<file path="src/rtl/dirb_cfg.svh">
// Command codes, reset values and sizes of the display id readback and unlock port
`ifndef DIRB_CFG_SVH
`define DIRB_CFG_SVH

`define DIRB_CMD_SOFT_RESET 8'h01
`define DIRB_CMD_DESC_BEGIN 8'hA1
`define DIRB_CMD_DESC_RESUME 8'hA8
`define DIRB_CMD_UNLOCK 8'hB9
`define DIRB_CMD_READ_MAKER 8'hDA
`define DIRB_CMD_READ_VERSION 8'hDB
`define DIRB_CMD_READ_DRIVER 8'hDC
`define DIRB_EXT_FIRST 8'hB0

`define DIRB_KEY_RESET 24'h00_0000
`define DIRB_KEY_ENABLE 24'hF1_1287
`define DIRB_KEY_DISABLE 24'h00_0000
`define DIRB_KEY_BYTES 2'h3

`define DIRB_DESC_EXIT 8'hFF
`define DIRB_DESC_DEPTH 4
`define DIRB_DESC_RESET 8'h00

`define DIRB_FRAME_LAST 4'h8
`define DIRB_BYTE_LAST 3'h7

`endif

</file>
<file path="src/rtl/dirb_pkg.sv">
// Types shared by the display id readback and unlock port
package dirb_pkg;

    typedef struct packed {
        logic dc;
        logic [7:0] data;
    } dirb_frame_s;

    typedef struct packed {
        logic [7:0] maker;
        logic [7:0] version;
        logic [7:0] driver;
    } dirb_id_s;

    typedef enum logic [2:0] {
        TX_IDLE = 3'b001,
        TX_ONE = 3'b010,
        TX_DESC = 3'b100
    } dirb_tx_e;

endpackage

</file>
<file path="src/rtl/dirb_desc_mem.sv">
// Small descriptor byte store with registered read data
`timescale 1ns/1ps
`include "dirb_cfg.svh"
module dirb_desc_mem #(
    parameter int DEPTH = `DIRB_DESC_DEPTH,
    parameter int AW = 2
) (
    // Clock and reset
    input wire logic clk_sys_i,
    input wire logic rstn_i,
    // Write port
    input wire logic wr_en_i,
    input wire logic [AW-1:0] wr_addr_i,
    input wire logic [7:0] wr_data_i,
    // Read port
    input wire logic [AW-1:0] rd_addr_i,
    output logic [7:0] rd_data_o
);

    logic [7:0] mem [DEPTH];

    for (genvar g = 0; g < DEPTH; g++) begin : g_word
        always_ff @(posedge clk_sys_i) begin
            if (!rstn_i) begin
                mem[g] <= `DIRB_DESC_RESET;
            end else if (wr_en_i && (wr_addr_i == AW'(g))) begin
                mem[g] <= wr_data_i;
            end
        end
    end

    always_ff @(posedge clk_sys_i) begin
        if (!rstn_i) begin
            rd_data_o <= `DIRB_DESC_RESET;
        end else begin
            rd_data_o <= mem[rd_addr_i];
        end
    end

endmodule

</file>
<file path="src/rtl/dirb_cmd_port.sv">
// Serial command port: descriptor reads, identification reads and extended command unlock
// Operation
// - Resume command sends descriptor bytes from the first byte not yet delivered.
// - Any command may interrupt a descriptor read; read position is kept, except that A1 and soft reset 01 clear it.
// - Past the last descriptor byte the device returns FF as exit code.
// - Command DA returns one byte naming the module maker, MSB first.
// - Command DB returns one byte naming the module version.
// - Command DC returns one byte naming module and driver.
// - Identification and descriptor reads work in every power state.
// - Command B9 takes three write-only key bytes, reset zero, gating extended commands.
// - Key F1 12 87 enables extended commands only when all bytes match.
// - Key 00 00 00 disables extended commands; they are rejected until unlocked.
`timescale 1ns/1ps
`include "dirb_cfg.svh"
module dirb_cmd_port
    import dirb_pkg::*;
#(
    parameter int DESC_DEPTH = `DIRB_DESC_DEPTH,
    parameter logic [7:0] MAKER_FACTORY = 8'h5A, // Arbitrary value
    parameter logic [7:0] VERSION_FACTORY = 8'h3C, // Arbitrary value
    parameter logic [7:0] DRIVER_FACTORY = 8'hC4 // Arbitrary value
) (
    // Clock and reset
    input wire logic clk_sys_i,
    input wire logic rstn_i,
    // Serial command link
    input wire logic csx_n_i,
    input wire logic scl_i,
    input wire logic sda_i,
    output logic sda_o,
    output logic sda_oe_n_o,
    // Programmed identification and descriptor contents
    input wire logic otp_done_i,
    input wire dirb_id_s otp_id_i,
    input wire logic desc_wr_en_i,
    input wire logic [$clog2(DESC_DEPTH)-1:0] desc_wr_addr_i,
    input wire logic [7:0] desc_wr_data_i,
    // Extended command set
    output logic ext_enable_o,
    output logic ext_cmd_strobe_o,
    output logic [7:0] ext_cmd_code_o,
    output logic ext_cmd_reject_o
);

    localparam int AW = $clog2(DESC_DEPTH);
    localparam int PW = $clog2(DESC_DEPTH + 1);
    localparam logic [PW-1:0] PTR_END = PW'(DESC_DEPTH);

    function automatic logic is_id_read(input logic [7:0] code);
        return (code == `DIRB_CMD_READ_MAKER) || (code == `DIRB_CMD_READ_VERSION) ||
               (code == `DIRB_CMD_READ_DRIVER);
    endfunction

    function automatic logic is_ext_code(input logic [7:0] code);
        return (code >= `DIRB_EXT_FIRST) && (code != `DIRB_CMD_UNLOCK) && !is_id_read(code);
    endfunction

    // Pin synchronisers: bit 2 chip select, bit 1 clock, bit 0 data
    logic [2:0] pin_meta;
    logic [2:0] pin_sync;
    logic scl_prev;

    always_ff @(posedge clk_sys_i) begin
        if (!rstn_i) begin
            pin_meta <= 3'h6;
            pin_sync <= 3'h6;
            scl_prev <= 1'b1;
        end else begin
            pin_meta <= {csx_n_i, scl_i, sda_i};
            pin_sync <= pin_meta;
            scl_prev <= pin_sync[1];
        end
    end

    wire cs_n = pin_sync[2];
    wire sda_s = pin_sync[0];
    wire scl_rise = pin_sync[1] & ~scl_prev & ~cs_n;
    wire scl_fall = ~pin_sync[1] & scl_prev & ~cs_n;

    // Receive side
    logic [3:0] rx_cnt;
    logic [7:0] rx_shift;
    dirb_tx_e tx_state;
    logic [7:0] cur_cmd;
    logic [1:0] key_idx;
    logic [23:0] key;
    logic ext_enable;

    wire tx_busy = (tx_state != TX_IDLE);
    wire rx_take = scl_rise & ~tx_busy;
    wire frame_done = rx_take & (rx_cnt == `DIRB_FRAME_LAST);
    wire dirb_frame_s frame = {rx_shift, sda_s};
    wire is_cmd = frame_done & ~frame.dc;
    wire is_par = frame_done & frame.dc;
    wire soft_reset = is_cmd & (frame.data == `DIRB_CMD_SOFT_RESET);
    wire key_par = is_par & (cur_cmd == `DIRB_CMD_UNLOCK) & (key_idx != `DIRB_KEY_BYTES);
    wire key_last = key_par & (key_idx == 2'h2);
    wire [23:0] key_full = {key[15:0], frame.data};
    wire ext_seen = is_cmd & is_ext_code(frame.data);

    always_ff @(posedge clk_sys_i) begin
        if (!rstn_i || cs_n) begin
            rx_cnt <= 4'h0;
        end else if (rx_take) begin
            rx_cnt <= frame_done ? 4'h0 : rx_cnt + 4'h1;
        end
    end

    always_ff @(posedge clk_sys_i) begin
        if (!rstn_i) begin
            rx_shift <= 8'h00;
        end else if (rx_take) begin
            rx_shift <= {rx_shift[6:0], sda_s};
        end
    end

    always_ff @(posedge clk_sys_i) begin
        if (!rstn_i) begin
            cur_cmd <= 8'h00;
            key_idx <= 2'h0;
        end else if (is_cmd) begin
            cur_cmd <= frame.data;
            key_idx <= 2'h0;
        end else if (key_par) begin
            key_idx <= key_idx + 2'h1;
        end
    end

    // Key shift and unlock decision; any key other than the enable value locks
    always_ff @(posedge clk_sys_i) begin
        if (!rstn_i || soft_reset) begin
            key <= `DIRB_KEY_RESET;
            ext_enable <= 1'b0;
        end else if (key_par) begin
            key <= key_full;
            if (key_last) begin
                ext_enable <= (key_full == `DIRB_KEY_ENABLE);
            end
        end
    end

    always_ff @(posedge clk_sys_i) begin
        if (!rstn_i) begin
            ext_cmd_strobe_o <= 1'b0;
            ext_cmd_reject_o <= 1'b0;
            ext_cmd_code_o <= 8'h00;
        end else begin
            ext_cmd_strobe_o <= ext_seen & ext_enable;
            ext_cmd_reject_o <= ext_seen & ~ext_enable;
            if (ext_seen) begin
                ext_cmd_code_o <= frame.data;
            end
        end
    end

    assign ext_enable_o = ext_enable;

    // Identification bytes, reloaded by hardware and software reset
    dirb_id_s id;
    wire dirb_id_s id_factory = {MAKER_FACTORY, VERSION_FACTORY, DRIVER_FACTORY};

    always_ff @(posedge clk_sys_i) begin
        if (!rstn_i || soft_reset) begin
            id <= otp_done_i ? otp_id_i : id_factory;
        end
    end

    // Transmit side; no power state input gates any read
    logic [PW-1:0] ptr;
    logic [2:0] tx_bit;
    logic tx_primed;
    logic [7:0] tx_shift;
    logic [7:0] one_byte;
    logic [7:0] mem_rdata;

    wire read_cmd = is_cmd & (is_id_read(frame.data) || (frame.data == `DIRB_CMD_DESC_BEGIN) ||
                              (frame.data == `DIRB_CMD_DESC_RESUME));
    wire byte_done = scl_rise & tx_busy & tx_primed & (tx_bit == 3'h0);
    wire [7:0] desc_byte = (ptr == PTR_END) ? `DIRB_DESC_EXIT : mem_rdata;
    wire [7:0] src_byte = (tx_state == TX_DESC) ? desc_byte : one_byte;
    wire [7:0] id_pick = (frame.data == `DIRB_CMD_READ_MAKER) ? id.maker :
                         (frame.data == `DIRB_CMD_READ_VERSION) ? id.version :
                         id.driver;

    always_ff @(posedge clk_sys_i) begin
        if (!rstn_i || cs_n) begin
            tx_state <= TX_IDLE;
        end else if (read_cmd) begin
            tx_state <= is_id_read(frame.data) ? TX_ONE : TX_DESC;
        end else if (byte_done && (tx_state == TX_ONE)) begin
            tx_state <= TX_IDLE;
        end
    end

    always_ff @(posedge clk_sys_i) begin
        if (!rstn_i || soft_reset) begin
            ptr <= '0;
        end else if (is_cmd && (frame.data == `DIRB_CMD_DESC_BEGIN)) begin
            ptr <= '0;
        end else if (byte_done && (tx_state == TX_DESC) && (ptr != PTR_END)) begin
            ptr <= ptr + PW'(1);
        end
    end

    always_ff @(posedge clk_sys_i) begin
        if (!rstn_i) begin
            one_byte <= 8'h00;
        end else if (read_cmd) begin
            one_byte <= id_pick;
        end
    end

    always_ff @(posedge clk_sys_i) begin
        if (!rstn_i || read_cmd) begin
            tx_bit <= 3'h0;
            tx_primed <= 1'b0;
            tx_shift <= 8'h00;
        end else if (scl_fall && tx_busy) begin
            tx_bit <= tx_bit + 3'h1;
            tx_primed <= 1'b1;
            tx_shift <= (tx_bit == 3'h0) ? src_byte : {tx_shift[6:0], 1'b0};
        end
    end

    assign sda_o = tx_shift[7];
    assign sda_oe_n_o = ~tx_busy | cs_n;

    dirb_desc_mem #(
        .DEPTH(DESC_DEPTH),
        .AW(AW)
    ) u_desc_mem (
        .clk_sys_i(clk_sys_i),
        .rstn_i(rstn_i),
        .wr_en_i(desc_wr_en_i),
        .wr_addr_i(desc_wr_addr_i),
        .wr_data_i(desc_wr_data_i),
        .rd_addr_i(ptr[AW-1:0]),
        .rd_data_o(mem_rdata)
    );
endmodule

</file>
<file path="config.mk">
export PLATFORM = sky130hd
export DESIGN_NAME = dirb_cmd_port
export DESIGN_NICKNAME = d
export VERILOG_FILES = /design/src/rtl/dirb_pkg.sv /design/src/rtl/dirb_desc_mem.sv /design/src/rtl/dirb_cmd_port.sv
export VERILOG_INCLUDE_DIRS = /design/src /design/src/rtl
export SDC_FILE = /design/constraint.sdc
export NUM_CORES = 1
export LEC_CHECK = 0
export ABC_AREA = 1
export BUFFER_PORTS_ARGS = -buffer_cell sky130_fd_sc_hd__buf_2
export CAP_MARGIN = 25
export CORE_AREA = 2 2 112 114
export CTS_BUF_LIST = sky130_fd_sc_hd__clkbuf_4 sky130_fd_sc_hd__clkbuf_8
export CTS_CLUSTER_SIZE = 30
export DETAILED_ROUTE_END_ITERATION = 12
export DIE_AREA = 0 0 114 116
export PLACE_DENSITY = 0.83
export SLEW_MARGIN = 20
export SYNTH_ARGS = -nofsm -noshare
export SYNTH_HDL_FRONTEND = slang
export SYNTH_SLANG_ARGS = --single-unit
</file>
<file path="constraint.sdc">
create_clock -name clk_sys_i -period 3.6 [get_ports clk_sys_i]
set_input_delay 0.36 -clock clk_sys_i [delete_from_list [all_inputs] [get_ports clk_sys_i]]
set_output_delay 0.36 -clock clk_sys_i [all_outputs]
set_load 0.02 [all_outputs]
</file>
# Word level (Yosys, flattened, before mapping)
# Memories as Yosys holds them, arrays and structs flattened. A register that Yosys moved wholly into a read port is not among the register bits.
# Cells that the tools add are included.
classes:
  n_mux: 26
  order_cmp: 1
  addsub: 4
  n_reduce_logical: 27
  n_eq_ne: 20
  n_bitwise: 31
  multipliers: 0
  shift: 0
  div_mod_pow: 0
op_table:
  columns: ["cell", "count"]
  rows:
  - ["$mux W8", 9]
  - ["$eq A8 B8 Y1 const B", 6]
  - ["$eq A24 B24 Y1 const B", 1]
  - ["$and A1 B1 Y1", 19]
  - ["$mux W1", 13]
  - ["$logic_and A1 B1 Y1", 11]
  - ["$mux W3", 3]
  - ["$eq A8 B1 Y1 const B", 1]
  - ["$ge A8 B8 Y1 const B", 1]
  - ["$ne A8 B8 Y1 const B", 1]
  - ["$logic_or A1 B1 Y1", 7]
  - ["$not A1 Y1", 7]
  - ["$add A3 B1 Y3 const B", 2]
  - ["$eq A2 B2 Y1 const B", 3]
  - ["$eq A3 B3 Y1 const B", 2]
  - ["$or A1 B1 Y1", 5]
  - ["$add A4 B1 Y4 const B", 1]
  - ["$eq A4 B4 Y1 const B", 1]
  - ["$mux W4", 1]
  - ["$reduce_or A2 Y1", 2]
  - ["$eq A3 B2 Y1 const B", 1]
  - ["$logic_not A1 Y1", 3]
  - ["$logic_not A3 Y1", 1]
  - ["$ne A3 B1 Y1 const B", 1]
  - ["other kinds (7)", 7]
word_totals:
  elab_cells: 131
  out_inout_bits: 13
  in_bits: 41
  ramBits: 32
  n_memories: 1
  rom_bits: 0
  ff_bits: 106
  latch_bits: 0
mem_list:
  columns: ["memory", "depth", "width", "rd", "rd_ports_with_merged_regs", "write_ports", "line_no", "rtl"]
  rows:
  - ["u_desc_mem.mem", 4, 8, 1, 1, 4, "dirb_desc_mem.sv:20", "logic [7:0] mem [DEPTH];"]

# Depth between registers and ports, before layout
# Gate-level depths: netlist of run 1.
logic_depth:
  ltp_word: 10
  mapped_depth: 13
  depth_no_buf: 12

# Cells and area by module
# A second synthesis of run 1 with hierarchy kept.
hier_totals:
  hier_cells: 821
  hier_area_um2: 6543.8
by_module_without_submodules:
  columns: ["module", "instances", "cells_each", "seq_area_each_um2", "area_per_inst_um2"]
  rows:
  - ["dirb_cmd_port", 1, 630, 2362.3, 4775.8]
  - ["dirb_desc_mem", 1, 191, 1121.1, 1767.9]

# Worst setup path after synthesis of run 1
# Ideal clock, no wire load.
synth_path:
  path_type: "register -> register"
  startpoint: "register ptr[0]"
  endpoint: "register tx_shift[7]"
  slack_ns: 1.776
  period_less_slack_ns: 1.824
  required_ns: 3.484
  path_buffers: 2
  t_arrival_ns: 1.708
  setup_time_ns: 0.116
  stages_incl_launch_ff: 13
  path_cell_list: "dfxtp_1 -> clkbuf_1 -> inv_1 -> clkbuf_1 -> ha_1 -> nand2_1 -> inv_1 -> nor2_1 -> inv_1 -> o21ai_0 -> nand2_1 -> o21ai_0 -> nor2_1"
synth_via:
  elab_chain_cells: 4
synth_rtl:
  columns: ["item", "line_no", "rtl"]
  rows:
  - ["start: declaration", "dirb_cmd_port.sv:169", "logic [PW-1:0] ptr;"]
  - ["start signal: assignment", "dirb_cmd_port.sv:201", "ptr <= ptr + PW'(1);"]
  - ["$eq A3 B3 Y1", "dirb_cmd_port.sv:179", "wire [7:0] desc_byte = (ptr == PTR_END) ? `DIRB_DESC_EXIT : mem_rdata;"]
  - ["$mux W8", "dirb_cmd_port.sv:179", null]
  - ["$mux W8", "dirb_cmd_port.sv:180", "wire [7:0] src_byte = (tx_state == TX_DESC) ? desc_byte : one_byte;"]
  - ["$mux W8", "dirb_cmd_port.sv:221", "tx_shift <= (tx_bit == 3'h0) ? src_byte : {tx_shift[6:0], 1'b0};"]
  - ["end signal: assignment", "dirb_cmd_port.sv:221", null]
  - ["end: declaration", "dirb_cmd_port.sv:172", "logic [7:0] tx_shift;"]
# No other way between the ends.
# A chain may end at the register's enable or synchronous reset.

# Worst setup path in the final report of run 1
layout_path:
  startpoint: "register pin_sync[2]"
  endpoint: "register key[14]"
layout_via:
  elab_chain_cells: 7
  word_cells_on_any_way: 10
  classes_between: "9 x bitwise; 1 x reduce/logical"
layout_rtl:
  columns: ["item", "line_no", "rtl"]
  rows:
  - ["start: declaration", "dirb_cmd_port.sv:60", "logic [2:0] pin_sync;"]
  - ["start signal: assignment", "dirb_cmd_port.sv:70", "pin_sync <= pin_meta;"]
  - ["$not A1 Y1 *", "dirb_cmd_port.sv:77", "wire scl_rise = pin_sync[1] & ~scl_prev & ~cs_n;"]
  - ["$and A1 B1 Y1 *", "dirb_cmd_port.sv:77", null]
  - ["$and A1 B1 Y1 *", "dirb_cmd_port.sv:90", "wire rx_take = scl_rise & ~tx_busy;"]
  - ["$and A1 B1 Y1 *", "dirb_cmd_port.sv:91", "wire frame_done = rx_take & (rx_cnt == `DIRB_FRAME_LAST);"]
  - ["$and A1 B1 Y1, on equally long branches", "dirb_cmd_port.sv:94, dirb_cmd_port.sv:93", null]
  - ["$and A1 B1 Y1, on equally long branches", "dirb_cmd_port.sv:96, dirb_cmd_port.sv:95", null]
  - ["$and A1 B1 Y1 or $logic_or A1 B1 Y1 (tied branches)", "dirb_cmd_port.sv:96, dirb_cmd_port.sv:131", null]
  - ["end signal: assignment", "dirb_cmd_port.sv:132", "key <= `DIRB_KEY_RESET;"]
  - ["end signal: assignment", "dirb_cmd_port.sv:135", "key <= key_full;"]
  - ["end: declaration", "dirb_cmd_port.sv:86", "logic [23:0] key;"]
# Mark *: on every way between the ends. The rest lies on a longest branch, timed or not.

==> results of run 1 <==
## cell usage after synthesis
cell type  number  area share
or2_1           1     0.00097
o21bai_1        1      0.0012
nand3_1        14       0.011
nand2_4         3      0.0053
nor3_1          7      0.0055
inv_2           6      0.0035
xor2_1          2      0.0027
nand3_4         1      0.0027
a21oi_1        66       0.051
nand4_1         9      0.0088
and3_1          1     0.00097
buf_4           6      0.0070
nand2_2         7      0.0068
ha_1            8       0.016
o21ai_1         1     0.00078
o21ai_0        53       0.041
nor3b_1         1      0.0012
buf_6           4      0.0070
dfxtp_1        90        0.28
edfxtp_1       56        0.26
nor2_1        141       0.082
clkinv_1        2      0.0012
a21oi_2         1      0.0014
nor2_4          5      0.0088
inv_1          97       0.057
nor3_2          2      0.0031
nand3b_1        8      0.0093
o21ai_4         1      0.0025
nand3_2         3      0.0047
or2_2           5      0.0049
buf_2           7      0.0055
o211ai_1        1      0.0012
clkbuf_1       14      0.0082
nand2_1       162       0.095
## metal layers
| layer | vias to the layer above | global-route usage | wire length (um) |
|---|---|---|---|
| met4 | 0 | 0.06098 | 137 |
| met1 | 2230 | 0.2688 | 5900 |
| met3 | 14 | 0.04916 | 648 |
| li1 | 2576 | - | - |
| met5 | - | 0 | 0 |
| met2 | 131 | 0.3298 | 5820 |
## path summary, 6_finish.rpt
| check | depth (start not counted) | slack, ns | from | to |
|---|---|---|---|---|
| max | 7 | 1.21 | pin_sync[2]$_SDFF_PN1_ | key[14]$_SDFFE_PP0P_ |
| min reg2reg | 2 | 0.42 | pin_meta[0]$_SDFF_PN0_ | pin_sync[0]$_SDFF_PN0_ |
| min | 3 | 0.09 | sda_i | pin_meta[0]$_SDFF_PN0_ |
| max reg2reg | 7 | 1.21 | pin_sync[2]$_SDFF_PN1_ | key[14]$_SDFFE_PP0P_ |
## flip-flops by register name, summed over array words and instances (netlist names), 4 cells and up
signal	flops
u_desc_mem.mem	32
id	24
key	16
cur_cmd	8
ext_cmd_code_o	8
one_byte	8
rx_shift	8
tx_shift	8
u_desc_mem.rd_data_o	8
rx_cnt	4
## report_power, final
| part | switching (mW) | internal, mW | total [mW] | leakage, nW |
|---|---|---|---|---|
| clock | 0.624 | 0.557 | 1.18 | 0.167 |
| combinational | 0.0845 | 0.0422 | 0.127 | 1.78 |
| sequential | 0.0151 | 1.77 | 1.78 | 1.27 |
| total | 0.723 | 2.37 | 3.09 | 3.22 |
## worst register-to-register path, delay by kind of cell, from the launching register on
kind,cells,cell delay (ns)
compound gates,2,0.78
buf+inv,2,0.43
flops,1,0.32
simple gates,3,0.75
## area by class of cell
class                           count  area (sq um)
Clock buffer                       19         249.0
Clock inverter                     13         113.9
Fill cell                        1017          4837
Inverter                          105         394.1
Multi-Input combinational cell    504          2370
Sequential cell                   146          3483
Tap cell                          147         183.9
Timing Repair Buffer               55         280.3
## cells by family (layout without fill, tap and decap cells)
family / after synthesis / in the layout / share of synthesized area
buffers and inverters: 136 / 192 / 0.08900
AND/OR/NAND/NOR: 370 / 370 / 0.2508
AO/OA/AOI/OAI: 124 / 124 / 0.09971
flip-flops: 146 / 146 / 0.5422
adder cells (fa/ha/maj): 8 / 8 / 0.01558
XOR/XNOR: 2 / 2 / 0.002727
## metrics by stage
| stage | util | power, mW | std cells |
|---|---|---|---|
| after floorplan | - | 1.895 | 786 |
| after global placement | 0.5634 | 1.943 | 957 |
| after detailed placement | 0.5634 | 1.947 | 957 |
| after CTS | 0.5939 | 3.101 | 989 |
| after global routing | 0.5939 | 3.194 | 989 |
| final | 0.5939 | 3.089 | 989 |
==> results.py, run 1 <==
metrics = {
    "yosys": {
        "ys_ff_latch": 146,
        "synth_cells": 786,
        "synth_area_sq_um": 6425,
        "yosysSeqAreaShare": 0.5422,
        "syn-mean-instance-area_sq_um": 8.174,
        "yosysWarnings": 0,
        "syn-num-nets": 835,
        "synth_cell_type_count": 34,
    },
    "routing": {
        "wire_per_inst_um": 12.65,
        "wirelength_mm": 12.51,
        "dr.pass1.iters": 5,
        "drtAntennaViolNets": 0,
        "drc": 0,
        "vias": 4951,
        "avgViaCountPerCell": 5.006,
        "initialDrtViolationCount": 357,
    },
    "die": {
        "start_util": 0.5394,
        "num_io_pins": 54,
        "die_w_um": 114,
        "die_h_um": 116,
        "placementRows": 40,
        "coreArea_sq_um": 11910,
        "die_area_sq_um": 13220,
    },
    "sta": {
        "timing.slew.headroom": 0.4550,
        "final_hold_viol_count": 0,
        "finalCritPeriodShare": 0.6642,
        "setup_violations": 0,
        "drv_slew": 0,
        "min_period_ns": 2.391,
        "rsz0062_at_grt": "no",
        "holdWs_ns": 0.09395,
        "setup_slack_ns": 1.209,
        "fmax_ghz": 0.4182,
        "tightest_slew_ns": 0.8145,
        "fin_skew_ns": 0.006907,
        "setup_tns_ns": 0,
    },
    "layout": {
        "drive_gt1_frac": 0.1437,
        "layout_commonest_cell": "nand2_1",
        "layout.nets": 878,
        "final_area_sq_um": 7074,
        "area_delta_synth_final_pct": 10.11,
        "final_cell_mix": "nand2_1 (162), nor2_1 (141), inv_1 (97)",
        "diodes": 0,
    },
    "placement": {
        "placed_area_sq_um": 6711,
        "pre_cts_ws_ns": 1.217,
        "dp_hpwl_mm": 8.416,
        "place_congestion": 0.7883,
        "port_buffers": 53,
    },
    "clock_tree": {
        "cts_sinks": 146,
        "post_cts_buffers": 0,
        "root_buffer": "clkbuf_8",
        "cts.path.max_buffers": 2,
        "clkTransAtPathRegs_ns": 0.08,
        "clk_latency_ns": 0.44,
        "cts_tree": "done",
        "cts_resized": 0,
        "hold_buffers": 0,
        "htreeDepth": 4,
        "cts_buffers": 17,
    },
    "worst_setup_path": {
        "cp.buffers_inverters": 2,
        "crit_fanout": 26,
        "end_kind": "register",
        "slowest_delay_ns": 0.71,
        "cp-start-kind": "register",
        "cp.required_ns": 3.93,
        "crit_slowest_cell": "o21ai_4",
        "worstSetupPathType": "register to register",
        "cp_top_family": "compound AO/OA/AOI/OAI gates",
        "path_cells": "inv_1, nand3_1, nor2_4, nand3_4, o21ai_4, buf_4, a21oi_1",
        "cp.arrival_ns": 2.72,
    },
    "global_route": {
        "grt_max_degree": 34,
        "grt_pass1_vias": 4586,
        "antenna_found_initial": 0,
        "grt_pass1_wl_mm": 21.14,
        "grt_usage": 0.2020,
        "grt.overflow.total": 0,
    },
    "power": {
        "vdd_ir_drop_max_mv": 0.2408,
        "p_leak_nw": 3.215,
        "power_density_nw_per_um2": 436.7,
    },
    "status": {
        "status": "finished, final reports clean",
    },
    "min_path": {
        "hold_class": "input port to register",
    },
    "run": {
        "cap_violations": 0,
    },
}
Note: power is estimated with default switching activity, not from simulation.
==> run 2: changes to the inputs <==
--- a/config.mk
+++ b/config.mk
@@ -6,15 +6,15 @@
 export SDC_FILE = /design/constraint.sdc
 export NUM_CORES = 1
 export LEC_CHECK = 0
-export ABC_AREA = 1
+export ABC_AREA = 0
 export BUFFER_PORTS_ARGS = -buffer_cell sky130_fd_sc_hd__buf_2
 export CAP_MARGIN = 25
-export CORE_AREA = 2 2 112 114
+export CORE_AREA = 2 2 111 113
 export CTS_BUF_LIST = sky130_fd_sc_hd__clkbuf_4 sky130_fd_sc_hd__clkbuf_8
 export CTS_CLUSTER_SIZE = 30
 export DETAILED_ROUTE_END_ITERATION = 12
-export DIE_AREA = 0 0 114 116
-export PLACE_DENSITY = 0.83
+export DIE_AREA = 0 0 113 115
+export PLACE_DENSITY = 0.86
 export SLEW_MARGIN = 20
 export SYNTH_ARGS = -nofsm -noshare
 export SYNTH_HDL_FRONTEND = slang
==> constraint.sdc (replaced) <==
create_clock -name clk_sys_i -period 2 [get_ports clk_sys_i]
set_input_delay 0.2 -clock clk_sys_i [delete_from_list [all_inputs] [get_ports clk_sys_i]]
set_output_delay 0.2 -clock clk_sys_i [all_outputs]
set_load 0.02 [all_outputs]
==> results.py, run 2 <==
metrics = {
    "status": {
        "status": "finished, violations left",
        "violations": "design-rule violations, negative setup slack",
    },
    "sta": {
        "finalCritPeriodShare": 1.089,
        "min_period_ns": 2.178,
        "setup_violations": 51,
        "rsz0062_at_grt": "yes",
        "setup_slack_ns": -0.1781,
        "final_hold_viol_count": 0,
        "setup_tns_ns": -6.832,
        "tightest_slew_ns": 1.002,
        "fin_skew_ns": 0.009892,
        "fmax_ghz": 0.4591,
        "timing.slew.headroom": 0.3316,
        "drv_slew": 0,
    },
    "yosys": {
        "yosys.area.top_type_share": 0.2822,
        "syn-mean-instance-area_sq_um": 10.46,
        "synth_ff_type": "dfxtp_1",
        "yosysTopAreaCell": "dfxtp_1",
        "synth_area_sq_um": 6384,
        "synth_edf_count": 56,
        "ys_ff_latch": 146,
        "ys_top_cells_by_count": "dfxtp_1 (90), nand2_1 (66), and2_1 (57), edfxtp_1 (56), a21oi_1 (42)",
        "synth_area_leaders": "dfxtp_1 (28%), edfxtp_1 (26%), and2_1 (5.6%)",
        "yosysMostFrequentCell": "dfxtp_1",
        "synth_cells": 610,
        "yosysSeqAreaShare": 0.5457,
        "yosysWarnings": 0,
        "synthArstFlopShare": 0,
        "syn-num-nets": 659,
        "synth_cell_type_count": 53,
    },
    "routing": {
        "wirelength_mm": 15.27,
        "vias": 5167,
        "avgViaCountPerCell": 5.953,
        "dr.pass1.iters": 9,
        "wire_per_inst_um": 17.59,
        "drc": 2,
        "drtAntennaViolNets": 0,
        "initialDrtViolationCount": 473,
    },
    "layout": {
        "fillerInstances": 826,
        "drive_gt1_frac": 0.2594,
        "max_flop_register": "u_desc_mem.mem",
        "regArea_sq_um": 3488,
        "reg_top3": "u_desc_mem.mem: 32 flops, id: 24 flops, key: 16 flops",
        "final_util": 0.6641,
        "largest_register_ffs": 32,
        "final_cell_mix": "dfxtp_1 (86), nand2_1 (66), and2_1 (57)",
        "final_area_sq_um": 7844,
        "area_delta_synth_final_pct": 22.87,
        "layout_commonest_cell": "dfxtp_1",
        "layout.nets": 757,
        "multi_input_area_sq_um": 2821,
        "diodes": 0,
    },
    "placement": {
        "place_congestion": 0.8452,
        "dp_hpwl_mm": 9.338,
        "placed_area_sq_um": 7102,
        "pre_cts_ws_ns": -0.1367,
        "port_buffers": 53,
    },
    "global_route": {
        "use_met3": 0.05008,
        "grt.overflow.total": 0,
        "grt_usage": 0.2287,
        "grt_pass1_vias": 4874,
        "grt_use_met1": 0.2813,
        "grt_pass1_wl_mm": 23.43,
        "use_met2": 0.3924,
        "antenna_found_initial": 0,
        "grt_max_degree": 35,
        "busiest_layer": "met2",
    },
    "worst_setup_path": {
        "cp.required_ns": 2.16,
        "path_cells": "or3b_4, or4_4, o41ai_4, buf_4, buf_12",
        "cp_top_family": "simple AND/OR/NAND/NOR gates",
        "cp-start-kind": "register",
        "crit_slowest_cell": "or4_4",
        "worstSetupPathType": "register to register",
        "reg2reg_depth": 5,
        "slowest_delay_ns": 0.55,
        "cp.arrival_ns": 2.33,
        "path_depth": 5,
        "startpoint": "tx_state[1]$_SDFFE_PP0P_",
        "reg2reg_from": "tx_state[1]$_SDFFE_PP0P_",
        "cp.buffers_inverters": 2,
        "end_kind": "register",
        "crit_fanout": 14,
    },
    "clock_tree": {
        "root_buffer": "clkbuf_8",
        "htreeDepth": 4,
        "cts_sinks": 146,
        "clk_latency_ns": 0.44,
        "cts.path.max_buffers": 2,
        "clkTransAtPathRegs_ns": 0.08,
        "cts_buffers": 17,
        "cts_tree": "done",
    },
    "min_path": {
        "hold_class": "input port to register",
        "min_from": "otp_id_i[7]",
        "min_path_cells": 2,
    },
    "power": {
        "power.share.sequential": 0.553,
        "pwr-share-comb": 0.048,
        "clkPwrFrac": 0.398,
        "intPower_mw": 4.456,
        "p_sw_mw": 1.335,
        "power_density_nw_per_um2": 738.3,
        "vdd_ir_drop_max_mv": 0.7634,
        "switching_share": 0.2306,
        "p_leak_nw": 2.904,
    },
    "die": {
        "die_w_um": 113,
        "die_area_sq_um": 13000,
        "num_io_pins": 54,
        "coreArea_sq_um": 11810,
        "start_util": 0.5405,
        "die_h_um": 115,
        "placementRows": 40,
    },
    "run": {
        "cap_violations": 0,
    },
}
## run 2: cell families after synthesis
family / count (synthesis) / share of synthesized area
mux: 33 / 0.06742
simple gates: 253 / 0.2207
buf+inv: 54 / 0.03391
compound gates: 111 / 0.1098
fa+ha+maj: 8 / 0.01568
flops: 146 / 0.5457
xor+xnor: 5 / 0.006861
## run 2: path summary, 6_finish.rpt
kind / slack (ns) / to
worst max-delay path: -0.18 / id[14]$_SDFFCE_PN0P_
worst min-delay path: 0.02 / id[7]$_SDFFCE_PN1P_
worst max register to register: -0.18 / id[14]$_SDFFCE_PN0P_
worst min register to register: 0.42 / pin_sync[2]$_SDFF_PN1_
## run 2: area by class of cell
| class | instances | share of cell area |
|---|---|---|
| timing repair buffer | 122 | 0.1163 |
| tap | 147 | 0.02345 |
| clock buffer | 18 | 0.03079 |
| inverter | 11 | 0.005264 |
| clock inverter | 14 | 0.01978 |
| sequential | 146 | 0.4447 |
| multi-input combinational | 410 | 0.3597 |
## run 2: worst reg2reg max path, cell delays in order, from the launching register on
cell	delay, ns
dfxtp_2	0.33
or3b_4	0.40
or4_4	0.55
o41ai_4	0.26
buf_4	0.19
buf_12	0.15
## run 2: through the flow
| stage | hold WS [ns] | power, mW | std cells |
|---|---|---|---|
| 2_1_floorplan | 0.3015 | 3.396 | 610 |
| 3_3_place_gp | 0.4033 | 3.489 | 820 |
| 3_5_place_dp | 0.3887 | 3.505 | 820 |
| 4_1_cts | 0.0003216 | 5.788 | 864 |
| 5_1_grt | -0.00001074 | 5.973 | 868 |
| 6_report | 0.02248 | 5.791 | 868 |
## run 2: timing repair
item	in CTS	in global routing
endpoints found under the setup margin	71	84
cloned	2	1
pin swaps	2	1
endpoints found under the hold margin	8	0
gates resized for setup	12	31
hold buffers	8	0
setup buffers	2	3
## run 2: routing by layer
layer | part of all wire | wire length [um]
met1 | 0.39 | 5880
met5 | 0 | 0
met3 | 0.068 | 1044
met4 | 0.025 | 376
met2 | 0.52 | 7970
## run 2: power by group through the flow
stage / clock, mW / sequential (mW) / combinational (mW)
after detailed placement: 0 / 3.27 / 0.232
after CTS: 2.32 / 3.20 / 0.262
after floorplan: 0 / 3.26 / 0.133
final: 2.31 / 3.20 / 0.280
after global placement: 0 / 3.27 / 0.220
after global routing: 2.46 / 3.21 / 0.304
==> run 3: changes to the inputs <==
--- a/config.mk
+++ b/config.mk
@@ -9,12 +9,13 @@
 export ABC_AREA = 0
 export BUFFER_PORTS_ARGS = -buffer_cell sky130_fd_sc_hd__buf_2
 export CAP_MARGIN = 25
-export CORE_AREA = 2 2 111 113
+export CORE_AREA = 3 3 112 114
 export CTS_BUF_LIST = sky130_fd_sc_hd__clkbuf_4 sky130_fd_sc_hd__clkbuf_8
 export CTS_CLUSTER_SIZE = 30
 export DETAILED_ROUTE_END_ITERATION = 12
-export DIE_AREA = 0 0 113 115
+export DIE_AREA = 0 0 115 117
 export PLACE_DENSITY = 0.86
+export SKIP_CTS_REPAIR_TIMING = 1
 export SLEW_MARGIN = 20
 export SYNTH_ARGS = -nofsm -noshare
 export SYNTH_HDL_FRONTEND = slang
==> results.py, run 3 (synthesis gave the netlist of run 2 again) <==
metrics = {
    "worst_setup_path": {
        "startpoint": "tx_state[2]$_SDFFE_PP0P_",
        "crit_fanout": 30,
        "critPathMostFrequentCell": "buf_12",
        "cp-start-kind": "register",
        "path_depth": 6,
        "cp.buffers_inverters": 2,
        "crit_slowest_cell": "or4_4",
        "slowest_delay_ns": 0.55,
        "reg2reg_depth": 6,
        "cp_top_family": "simple AND/OR/NAND/NOR gates",
        "reg2reg_from": "tx_state[2]$_SDFFE_PP0P_",
        "cp.arrival_ns": 2.45,
        "worstSetupPathType": "register to register",
        "cp.required_ns": 2.34,
        "end_kind": "register",
        "path_cells": "or3b_4, or4_4, o41ai_4, buf_12, buf_12, a21oi_1",
    },
    "layout": {
        "final_cell_mix": "dfxtp_1 (87), nand2_1 (66), and2_1 (57)",
        "largest_register_ffs": 32,
        "reg_top3": "u_desc_mem.mem: 32 flops, id: 24 flops, key: 16 flops",
        "area_delta_synth_final_pct": 20.33,
        "stdcell_count": 855,
        "final_util": 0.6670,
        "layout_commonest_cell": "dfxtp_1",
        "max_flop_register": "u_desc_mem.mem",
        "diodes": 0,
        "layout.nets": 748,
        "drive_gt1_frac": 0.2430,
    },
    "routing": {
        "wl_met1_mm": 5.873,
        "wirelength_mm": 14.56,
        "drtAntennaViolNets": 0,
        "avgViaCountPerCell": 5.770,
        "wire_per_inst_um": 17.03,
        "dr.pass1.iters": 6,
        "wl_met2_mm": 7.330,
        "routed.top_layer": "met4",
        "drc": 0,
        "wl_met3_um": 866,
        "initialDrtViolationCount": 371,
        "vias": 4933,
    },
    "min_path": {
        "hold_class": "input port to register",
        "min_from": "otp_id_i[11]",
        "min_path_cells": 2,
    },
    "die": {
        "num_io_pins": 54,
        "start_util": 0.5543,
        "die_area_sq_um": 13460,
        "placementRows": 39,
        "die_h_um": 117,
        "die_w_um": 115,
        "coreArea_sq_um": 11520,
    },
    "global_route": {
        "antenna_found_initial": 0,
        "grt.overflow.total": 0,
        "grt_max_degree": 31,
        "grt_pass1_vias": 4945,
        "grt_usage": 0.2227,
        "grt_pass1_wl_mm": 23.32,
    },
    "sta": {
        "fmax_ghz": 0.4744,
        "setup_tns_ns": -4.042,
        "timing.slew.headroom": 0.4037,
        "finalCritPeriodShare": 1.054,
        "rsz0062_at_grt": "yes",
        "fin_skew_ns": 0.01309,
        "setup_slack_ns": -0.1080,
        "min_period_ns": 2.108,
        "drv_slew": 0,
        "final_hold_viol_count": 0,
        "tightest_slew_ns": 0.8884,
        "setup_violations": 48,
        "holdWs_ns": 0.001815,
    },
    "placement": {
        "port_buffers": 53,
        "place_congestion": 0.8495,
        "dp_hpwl_mm": 9.937,
        "placedCellCount": 816,
        "pre_cts_ws_ns": -0.2134,
    },
    "status": {
        "status": "finished, violations left",
        "violations": "negative setup slack",
    },
    "power": {
        "vdd_ir_drop_max_mv": 0.5883,
        "power_density_nw_per_um2": 722.5,
        "p_leak_nw": 2.830,
    },
    "clock_tree": {
        "cts_sinks": 146,
        "root_buffer": "clkbuf_8",
        "cts_buffers": 17,
        "cts_tree": "done",
        "clk_latency_ns": 0.45,
        "htreeDepth": 4,
        "clkTransAtPathRegs_ns": 0.08,
        "cts.path.max_buffers": 2,
    },
    "run": {
        "cap_violations": 0,
    },
}
-- run 3: where the power goes --
part,leakage [nW],switching [mW],internal [mW]
registers,1.27,0.0285,3.18
clock network,0.180,1.22,0.891
logic,1.38,0.125,0.110
total,2.83,1.37,4.18
-- run 3: worst reg2reg max path, delay by kind of cell (launching register included) --
family	cells	cell delay, ns
buffers and inverters	2	0.40
AND/OR/NAND/NOR	2	0.95
flip-flops	1	0.33
AO/OA/AOI/OAI	2	0.33
-- run 3: final cells by class --
type	count	area (sq um)
Inverter	11	41.29
Timing Repair Buffer	113	800.8
Fill cell	833	3835
Sequential cell	146	3487
Multi-Input combinational cell	410	2815
Clock inverter	15	123.9
Tap cell	143	178.9
Clock buffer	17	234.0
-- run 3: routing by layer --
layer / vias to the layer above / track usage
met3: 52 / 0.05039
met5: - / 0
met1: 2314 / 0.2675
li1: 2367 / -
met2: 200 / 0.3777
met4: 0 / 0.1127
-- run 3: worst paths after layout --
check                                 to  slack (ns)
hold / removal      id[11]$_SDFFCE_PN1P_       0.002
hold reg to reg   pin_sync[2]$_SDFF_PN1_        0.41
setup reg to reg     key[6]$_SDFFE_PP0P_       -0.11
setup / recovery     key[6]$_SDFFE_PP0P_       -0.11
-- run 3: through the flow --
stage | instance area, sq um | power (mW)
global placement | 7122 | 3.487
finish | 7681 | 5.549
detailed placement | 7122 | 3.505
global route | 7681 | 5.751
CTS | 7480 | 5.578
floorplan | 6397 | 3.396
